**src/wkt_pkg.sv**
```systemverilog
// Package of constants for the low-frequency wakeup timer with compare and capture.
// Summary of operation
// - Radio interrupt edge, when capture enabled, captures timer and sub-tick count.
// - Compare select 11 raises tick on match and resets timer; 0x disables compare.
// - Compare select 10 raises tick on match; timer keeps counting and wraps.
// - Timer-on bit runs the core; when clear the core stops and timer is zero.
// - Compare value from low and high bytes, read/write, both reset to 0xFF.
// - Each capture places timer into read-only low and high capture bytes, reset 0x00.
// - Sub-tick counts MCU cycles since last low-frequency rise; LSB dropped on capture.
// - Sixteen-bit timer starts at zero, counts each low-frequency period; match gives tick.
// - Tick may arrive one low-frequency period late after enable or compare write.
// - Compare value updates at once when either compare byte is written.
// - In retention, wake MCU early; with fast crystal use 49-period pre-start.
// - Short 2-period pre-start with RC only, or crystal already running in retention.
// - With fast RC enabled, MCU runs from it during the pre-start interval.
// - Writing 1 to soft capture trigger captures timer and sub-tick like a radio capture, even with capture disabled.
package wkt_pkg;

  // ==========================================================================
  // Register addresses
  localparam logic [7:0] ADDR_CONFIG      = 8'hB3;
  localparam logic [7:0] ADDR_CMP_LOW     = 8'hB4;
  localparam logic [7:0] ADDR_CMP_HIGH    = 8'hB5;
  localparam logic [7:0] ADDR_CAPT_LOW    = 8'hB6;
  localparam logic [7:0] ADDR_CAPT_HIGH   = 8'hAB;
  localparam logic [7:0] ADDR_SUBTICK     = 8'hAC;

  // ==========================================================================
  // Configuration field positions
  localparam int BIT_TIMER_ON     = 0;
  localparam int BIT_CMP_SEL_LO   = 1;
  localparam int BIT_CMP_SEL_HI   = 2;
  localparam int BIT_CAPT_EN      = 3;
  localparam int BIT_SOFT_CAPT    = 4;

  // ==========================================================================
  // Reset values
  localparam logic [7:0]  RST_CMP_BYTE  = 8'hFF;
  localparam logic [7:0]  RST_CAPT_BYTE = 8'h00;
  localparam logic [1:0]  RST_CMP_SEL   = 2'h0;
  localparam logic [15:0] RST_TIMER     = 16'h0000;

  // Compare select encodings.
  localparam logic [1:0] CMP_SEL_MATCH       = 2'h2;
  localparam logic [1:0] CMP_SEL_MATCH_RESET = 2'h3;

  // ==========================================================================
  // Timing
  localparam int CLK_PERIOD_NS      = 100;
  localparam int LF_PERIOD_NS       = 30520;
  // Low-frequency period, rounded down, in MCU cycles.
  localparam int LF_PERIOD_CYCLES   = LF_PERIOD_NS / CLK_PERIOD_NS;
  localparam int PRESTART_LONG      = 49;
  localparam int PRESTART_SHORT     = 2;
  localparam int SUBTICK_WIDTH      = 9;

endpackage : wkt_pkg

```
**src/wkt_sync.sv**
```systemverilog
// Two-flip-flop synchroniser for levels arriving from outside the clock domain.
`timescale 1ns/1ps
module wkt_sync #(
  parameter int WIDTH = 1
) (
  // Clock and reset
  input  wire logic             clk,
  input  wire logic             reset_n,
  // Data
  input  wire logic [WIDTH-1:0] asyncIn,
  output logic      [WIDTH-1:0] syncOut
);

  typedef struct packed {
    logic [WIDTH-1:0] stage1;
    logic [WIDTH-1:0] stage2;
  } wkt_sync_state_t;

  wkt_sync_state_t state_q;
  wkt_sync_state_t state_d;

  // ==========================================================================
  // Next state
  always_comb begin
    state_d        = state_q;
    state_d.stage1 = asyncIn;
    state_d.stage2 = state_q.stage1;
  end

  // ==========================================================================
  // Registers
  always_ff @(posedge clk or negedge reset_n) begin
    if (!reset_n) begin
      state_q <= '0;
    end else begin
      state_q <= state_d;
    end
  end

  assign syncOut = state_q.stage2;

endmodule : wkt_sync

```
**src/wkt_subtick.sv**
```systemverilog
// Counter of MCU clock cycles since the last low-frequency clock rising edge.
`timescale 1ns/1ps
module wkt_subtick
  import wkt_pkg::*;
#(
  parameter int WIDTH = wkt_pkg::SUBTICK_WIDTH
) (
  // Clock and reset
  input  wire logic             clk,
  input  wire logic             reset_n,
  // Control
  input  wire logic             lfEdge,
  input  wire logic             enable,
  // Count
  output logic      [WIDTH-1:0] count
);

  typedef struct packed {
    logic [WIDTH-1:0] count;
  } wkt_subtick_state_t;

  wkt_subtick_state_t state_q;
  wkt_subtick_state_t state_d;

  // ==========================================================================
  // Next state
  // The count saturates so a stalled low-frequency clock never wraps it back
  // into a plausible-looking small value.
  always_comb begin
    state_d = state_q;
    if (!enable || lfEdge) begin
      state_d.count = '0;
    end else if (state_q.count != {WIDTH{1'b1}}) begin
      state_d.count = state_q.count + 1'b1;
    end
  end

  // ==========================================================================
  // Registers
  always_ff @(posedge clk or negedge reset_n) begin
    if (!reset_n) begin
      state_q <= '0;
    end else begin
      state_q <= state_d;
    end
  end

  assign count = state_q.count;

endmodule : wkt_subtick

```
**src/wkt_wakeup_timer.sv**
```systemverilog
// Low-frequency wakeup timer with compare, tick, pre-start and capture.
`timescale 1ns/1ps
module wkt_wakeup_timer
  import wkt_pkg::*;
(
  // Clock and reset
  input  wire logic       clk,
  input  wire logic       reset_n,
  // Special-function register port
  input  wire logic [7:0] sfrAddr,
  input  wire logic       sfrWrEn,
  input  wire logic       sfrRdEn,
  input  wire logic [7:0] sfrWdata,
  output logic      [7:0] sfrRdata,
  // Low-frequency clock and radio interrupt, both asynchronous
  input  wire logic       lowFreqClock,
  input  wire logic       radioIrq,
  // Power and clock status
  input  wire logic       retentionMode,
  input  wire logic       fastCrystalOscEnable,
  input  wire logic       fastRcOscEnable,
  input  wire logic       fastCrystalRunInRetention,
  // Outputs to the interrupt and power controllers
  output logic            tickIrq,
  output logic            mcuWake,
  output logic            rcClockSelect
);

  // ==========================================================================
  // State
  typedef struct packed {
    logic        timerOn;
    logic [1:0]  compareSelect;
    logic        captureEnable;
    logic [15:0] compareValue;
    logic [15:0] timer;
    logic [15:0] capture;
    logic [7:0]  subtickCapture;
    logic [7:0]  readData;
    logic        lfPrev;
    logic        radioPrev;
    logic        tick;
    logic        wake;
    logic        rcSel;
    logic        crystalWasRunning;
  } wkt_state_t;

  wkt_state_t state_q;
  wkt_state_t state_d;

  // ==========================================================================
  // Synchronisers and sub-tick counter
  logic [1:0]               syncOut;
  logic                     lfSync;
  logic                     radioSync;
  logic                     lfEdge;
  logic                     radioEdge;
  logic [SUBTICK_WIDTH-1:0] subtickCount;

  wkt_sync #(
    .WIDTH   (2)
  ) u_sync (
    .clk     (clk),
    .reset_n (reset_n),
    .asyncIn ({radioIrq, lowFreqClock}),
    .syncOut (syncOut)
  );

  assign lfSync    = syncOut[0];
  assign radioSync = syncOut[1];
  assign lfEdge    = lfSync & ~state_q.lfPrev;
  assign radioEdge = radioSync & ~state_q.radioPrev;

  wkt_subtick #(
    .WIDTH   (SUBTICK_WIDTH)
  ) u_subtick (
    .clk     (clk),
    .reset_n (reset_n),
    .lfEdge  (lfEdge),
    .enable  (state_q.timerOn),
    .count   (subtickCount)
  );

  // ==========================================================================
  // Helpers
  function automatic logic addrHit(input logic [7:0] addr, input logic [7:0] target);
    addrHit = (addr == target);
  endfunction : addrHit

  function automatic logic [7:0] readMux(input wkt_state_t s, input logic [7:0] addr);
    logic [7:0] data;
    data = 8'h00;
    if (addrHit(addr, ADDR_CONFIG)) begin
      data[BIT_TIMER_ON]                  = s.timerOn;
      data[BIT_CMP_SEL_HI:BIT_CMP_SEL_LO] = s.compareSelect;
      data[BIT_CAPT_EN]                   = s.captureEnable;
    end else if (addrHit(addr, ADDR_CMP_LOW)) begin
      data = s.compareValue[7:0];
    end else if (addrHit(addr, ADDR_CMP_HIGH)) begin
      data = s.compareValue[15:8];
    end else if (addrHit(addr, ADDR_CAPT_LOW)) begin
      data = s.capture[7:0];
    end else if (addrHit(addr, ADDR_CAPT_HIGH)) begin
      data = s.capture[15:8];
    end else if (addrHit(addr, ADDR_SUBTICK)) begin
      data = s.subtickCapture;
    end
    readMux = data;
  endfunction : readMux

  // ==========================================================================
  // Compare and pre-start decode
  logic        compareActive;
  logic        matchNow;
  logic        softCapture;
  logic        captureEvent;
  logic        longPrestart;
  logic [15:0] prestartLen;
  logic [15:0] remaining;
  logic        prestartHit;

  // Compare select 0x turns the comparator off entirely.
  assign compareActive = state_q.timerOn & state_q.compareSelect[1];
  assign matchNow      = compareActive & (state_q.timer == state_q.compareValue);

  assign softCapture = sfrWrEn & addrHit(sfrAddr, ADDR_CONFIG)
                       & sfrWdata[BIT_SOFT_CAPT];
  assign captureEvent = softCapture
                        | (state_q.captureEnable & radioEdge);

  // The crystal needs the long wait unless it was already up in retention.
  assign longPrestart = fastCrystalOscEnable & ~state_q.crystalWasRunning;
  assign prestartLen  = longPrestart ? 16'(PRESTART_LONG)
                                     : 16'(PRESTART_SHORT);
  assign remaining    = 16'(state_q.compareValue - state_q.timer);
  assign prestartHit  = compareActive & retentionMode & (remaining == prestartLen);

  // ==========================================================================
  // Next state
  always_comb begin
    state_d           = state_q;
    state_d.lfPrev    = lfSync;
    state_d.radioPrev = radioSync;
    state_d.tick      = 1'b0;

    // Register writes. The compare value takes effect byte by byte with no
    // staging, so a half-written pair may match early; software masks the
    // tick around the two writes.
    if (sfrWrEn) begin
      if (addrHit(sfrAddr, ADDR_CONFIG)) begin
        state_d.timerOn       = sfrWdata[BIT_TIMER_ON];
        state_d.compareSelect = sfrWdata[BIT_CMP_SEL_HI:BIT_CMP_SEL_LO];
        state_d.captureEnable = sfrWdata[BIT_CAPT_EN];
      end
      if (addrHit(sfrAddr, ADDR_CMP_LOW)) begin
        state_d.compareValue[7:0] = sfrWdata;
      end
      if (addrHit(sfrAddr, ADDR_CMP_HIGH)) begin
        state_d.compareValue[15:8] = sfrWdata;
      end
    end

    // Timer core, advanced only on low-frequency edges. Because a start or
    // compare change waits for the next edge, it lands up to one low-frequency
    // period later than written.
    if (!state_q.timerOn) begin
      state_d.timer = RST_TIMER;
      state_d.wake  = 1'b0;
    end else if (lfEdge) begin
      if (matchNow) begin
        state_d.tick = 1'b1;
        if (state_q.compareSelect == CMP_SEL_MATCH_RESET) begin
          state_d.timer = RST_TIMER;
        end else begin
          state_d.timer = state_q.timer + 16'h0001;
        end
      end else begin
        state_d.timer = state_q.timer + 16'h0001;
      end
    end

    // MCU pre-start: raised ahead of the tick while in retention, dropped
    // in the same cycle that the tick is raised.
    if (state_q.timerOn && lfEdge) begin
      if (prestartHit) begin
        state_d.wake = 1'b1;
      end else if (matchNow) begin
        state_d.wake = 1'b0;
      end
    end
    state_d.rcSel = state_d.wake & fastRcOscEnable;

    // Remember whether the crystal ran on entry to retention.
    if (!retentionMode) begin
      state_d.crystalWasRunning = fastCrystalRunInRetention & fastCrystalOscEnable;
    end

    // Capture; registers change only here, never on a read.
    if (captureEvent) begin
      state_d.capture        = state_q.timer;
      state_d.subtickCapture = subtickCount[SUBTICK_WIDTH-1:1];
    end

    // Reads only update the registered read data.
    if (sfrRdEn) begin
      state_d.readData = readMux(state_q, sfrAddr);
    end
  end

  // ==========================================================================
  // Registers
  always_ff @(posedge clk or negedge reset_n) begin
    if (!reset_n) begin
      state_q                   <= '0;
      state_q.compareSelect     <= RST_CMP_SEL;
      state_q.compareValue      <= {RST_CMP_BYTE, RST_CMP_BYTE};
      state_q.capture           <= {RST_CAPT_BYTE, RST_CAPT_BYTE};
      state_q.subtickCapture    <= RST_CAPT_BYTE;
      state_q.timer             <= RST_TIMER;
    end else begin
      state_q <= state_d;
    end
  end

  // ==========================================================================
  // Outputs
  assign sfrRdata      = state_q.readData;
  assign tickIrq       = state_q.tick;
  assign mcuWake       = state_q.wake;
  assign rcClockSelect = state_q.rcSel;

endmodule : wkt_wakeup_timer

```
**config.mk**
```make
export PLATFORM = sky130hd
export DESIGN_NAME = wkt_wakeup_timer
export DESIGN_NICKNAME = d
export VERILOG_FILES = /design/src/wkt_pkg.sv /design/src/wkt_sync.sv /design/src/wkt_subtick.sv /design/src/wkt_wakeup_timer.sv
export SDC_FILE = /design/constraint.sdc
export NUM_CORES = 1
export LEC_CHECK = 0
export ABC_AREA = 1
export ABC_CLOCK_PERIOD_IN_PS = 4700
export BUFFER_PORTS_ARGS = -buffer_cell sky130_fd_sc_hd__buf_2
export CORE_ASPECT_RATIO = 1.1
export CORE_MARGIN = 2
export CORE_UTILIZATION = 35
export CTS_CLUSTER_DIAMETER = 150
export DETAILED_ROUTE_END_ITERATION = 7
export HOLD_SLACK_MARGIN = 0.15
export RECOVER_POWER = 50
export SYNTH_ARGS = -nofsm -noshare
export SYNTH_HDL_FRONTEND = slang
export SYNTH_SLANG_ARGS = --single-unit
export TNS_END_PERCENT = 5
```
**constraint.sdc**
```tcl
create_clock -name clk -period 4.7 [get_ports clk]
set_clock_uncertainty 0.15 [all_clocks]
set_input_delay 0.47 -clock clk [delete_from_list [all_inputs] [get_ports clk]]
set_output_delay 0.47 -clock clk [all_outputs]
set_load 0.005 [all_outputs]
```
==> metrics.yaml <==
layout:
  seq_area_um2: 2200
  nNetsFinal: 757
  multi_input_area_um2: 2360
  antenna_cells: 0
  syn_to_final_growth_pct: 11.1
  fill_cells: 1512
  layout-drive-gt1-share_pct: 12.7
sta:
  tns_ns: 0
  max_freq_ghz: 0.353
  setup_viol: 0
  timing.final.ws_setup_ns: 1.87
  hold_violations: 0
  period_share_pct: 60.3
  worst_slew_pin_slew_ns: 1.22
  slew_violations: 0
  period_needed_ns: 2.83
  rsz0062_at_grt: "false"
  relSlewSlack_pct: 17.9
placement:
  gp_congestion: 0.857
  numPortBuffers: 36
  dpl_worst_slack_ns: 1.98
  hpwl_um: 9500
clock_network:
  clk_latency_ns: 0.33
  cts-root-buf: "clkbuf_16"
  path_clk_slew_ns: 0.06
  numCtsBuffers: 9
  htreeDepth: 3
  clock_path_buffers: 2
  post_cts_resized: 0
  clock-sinks: 87
  cts_tree: "built"
drt:
  dr.pass1.iters: 5
  drcViolationCount: 0
  drt-total-wl_um: 12100
  post_drt_wl_per_cell_um: 13.3
  ant_nets: 0
  num_vias: 4272
  vias_per_cell: 4.70
  drt_iter0_markers: 234
global_routing:
  grt_pass1_vias: 4164
  grt_usage_pct: 16.0
  antenna_found_initial: 0
  grt_max_degree: 59
  grt_pass1_wl_um: 20400
  grt-ovfl-total: 0
worst_setup_path:
  end_kind: "flip-flop"
  endpoint: "state_q[56]"
  rrSetupSlack_ns: 2.19
  cp_common_cell: "nand2_1"
  cp_max_fo: 16
  r2r_end: "rcClockSelect"
  required_ns: 4.79
  crit_start: "sfrAddr[6]"
  slowest_stage: "nor3_1"
  worst_r2r_path_depth: 15
  worstPathArrival_ns: 2.93
  crit_chain: "buf_2 -> nor2_1 -> nand3_1 -> inv_1 -> nand2_1 -> nor3_1 -> nand2_1 -> o21ai_0"
  cpPeakStageDelay_ns: 0.92
  criticalPathCategory: "in -> reg"
  cp-start-kind: "primary input"
  rr_startpoint: "state_q[54]"
floorplanning:
  start_util_pct: 35.9
  die_x_um: 120
  die_h_um: 132
  die_area_um2: 15800
  core-area_um2: 14400
  rows: 46
  num_io_pins: 37
power_and_ir_drop:
  powerDensity_nw_per_um2: 376
  irDropWorstVdd_uv: 192
  p_leak_nw: 2.82
synthesis:
  synth_top_area_cell: "dfrtp_1"
  ys_types: 38
  yosys_warnings: 0
  synth_seq_cells: 87
  yosysMostFrequentCell: "nand2_1"
  ys.flop_type: "dfrtp_1"
  yosysTopAreaCellShare_pct: 34.3
  ys_seq_area_share_pct: 42.4
  synthesis.instances: 677
  syn_area_per_cell_um2: 7.66
  syn-cell-area_um2: 5190
  synth_common_cells: "nand2_1, inv_1, dfrtp_1"
  synth-edff-count: 0
  async_reset_ff_share_pct: 100
  synth.area.top_cells: "dfrtp_1, nand2_1, inv_1"
  synth_nets: 723
min_path:
  hp-class: "in -> reg"
run:
  cap_violations: 0
run_status:
  outcome: "finished clean"
sequential cells by signal, indices dropped and copies added (netlist names):
name,flops
mcuWake,1
rcClockSelect,1
sfrRdata,8
state_q,63
tickIrq,1
u_subtick.count,9
u_sync.state_d,2
u_sync.syncOut,2
stage by stage:
stage	power [mW]	std cells	hold slack, ns	area, um2	utilization, %
after detailed placement	1.46	889	0.191	5490	38.0
after CTS	2.19	908	0.170	5820	40.3
after global placement	1.46	889	0.188	5490	38.0
final	2.17	908	0.183	5760	39.9
after global routing	2.33	908	0.185	5760	39.9
after floorplan	1.31	677	0.0244	5190	-
layout by cell type (no fill, tap or decap), types with 2 or more instances in the layout:
| master | instances |
|---|---|
| nand3b_1 | 3 |
| xnor2_1 | 2 |
| clkinv_1 | 2 |
| nor2_1 | 45 |
| clkbuf_1 | 5 |
| o21ai_2 | 17 |
| buf_2 | 31 |
| buf_4 | 3 |
| ha_1 | 19 |
| a21oi_1 | 33 |
| dlygate4sd3_1 | 3 |
| nor3_1 | 16 |
| nand4_1 | 6 |
| o21ai_1 | 3 |
| dfrtp_1 | 71 |
| nand2_1 | 185 |
| o22ai_1 | 23 |
| clkinvlp_4 | 2 |
| inv_1 | 114 |
| o21ai_0 | 40 |
| clkbuf_16 | 9 |
| and3_1 | 2 |
| dfstp_2 | 16 |
| xor2_1 | 15 |
| inv_2 | 3 |
| nor4_1 | 3 |
| nand2_2 | 2 |
| nand3_1 | 30 |
kinds of logic after synthesis:
group / count (synthesis) / share of synthesized area [%]
multiplexers: 1 / 0.217
flip-flops: 87 / 42.4
AO/OA/AOI/OAI: 119 / 13.4
XOR/XNOR: 17 / 2.87
buffers and inverters: 137 / 11.3
AND/OR/NAND/NOR: 296 / 24.9
adder cells (fa/ha/maj): 20 / 4.97
worst min path at each step:
stage | cells past startpoint | end | startpoint
finish | 2 | state_q[0] | retentionMode
global route | 3 | rcClockSelect | fastRcOscEnable
CTS | 3 | rcClockSelect | fastRcOscEnable
detailed placement | 0 | u_sync.syncOut[0] | u_sync.state_d[0]
global placement | 0 | u_sync.syncOut[1] | u_sync.state_d[1]
floorplan | 0 | mcuWake | reset_n
layout make-up:
| type | count | share of cell area, % |
|---|---|---|
| clock buffers | 11 | 4.21 |
| multi-input cells | 453 | 40.9 |
| inverters | 119 | 7.75 |
| repair buffers | 41 | 3.86 |
| clock inverters | 5 | 1.02 |
| flip-flops and latches | 87 | 38.1 |
| well taps | 192 | 4.17 |
power breakdown:
group / leakage [nW] / internal (mW) / switching (mW)
logic: 1.58 / 0.208 / 0.369
clock network: 0.142 / 0.427 / 0.293
registers: 1.10 / 0.818 / 0.0563
total: 2.82 / 1.45 / 0.718
worst max-delay path, delay by kind of cell:
family,cells,cell delay [ns]
AND/OR/NAND/NOR,5,1.87
buffers and inverters,2,0.21
AO/OA/AOI/OAI,1,0.35
routing by layer:
layer | routed length (um) | vias up | global-route usage (%)
li1 | - | 2225 | -
met1 | 5550 | 1984 | 20.6
met2 | 6100 | 57 | 27.7
met3 | 315 | 6 | 2.82
met4 | 90 | 0 | 4.05
met5 | 0 | - | 0
repair_timing:
action | CTS | global route
buffers inserted | 0 | 0
hold endpoints to repair | 53 | 0
hold buffers | 3 | 0
Power figures use the tool's default switching activity.
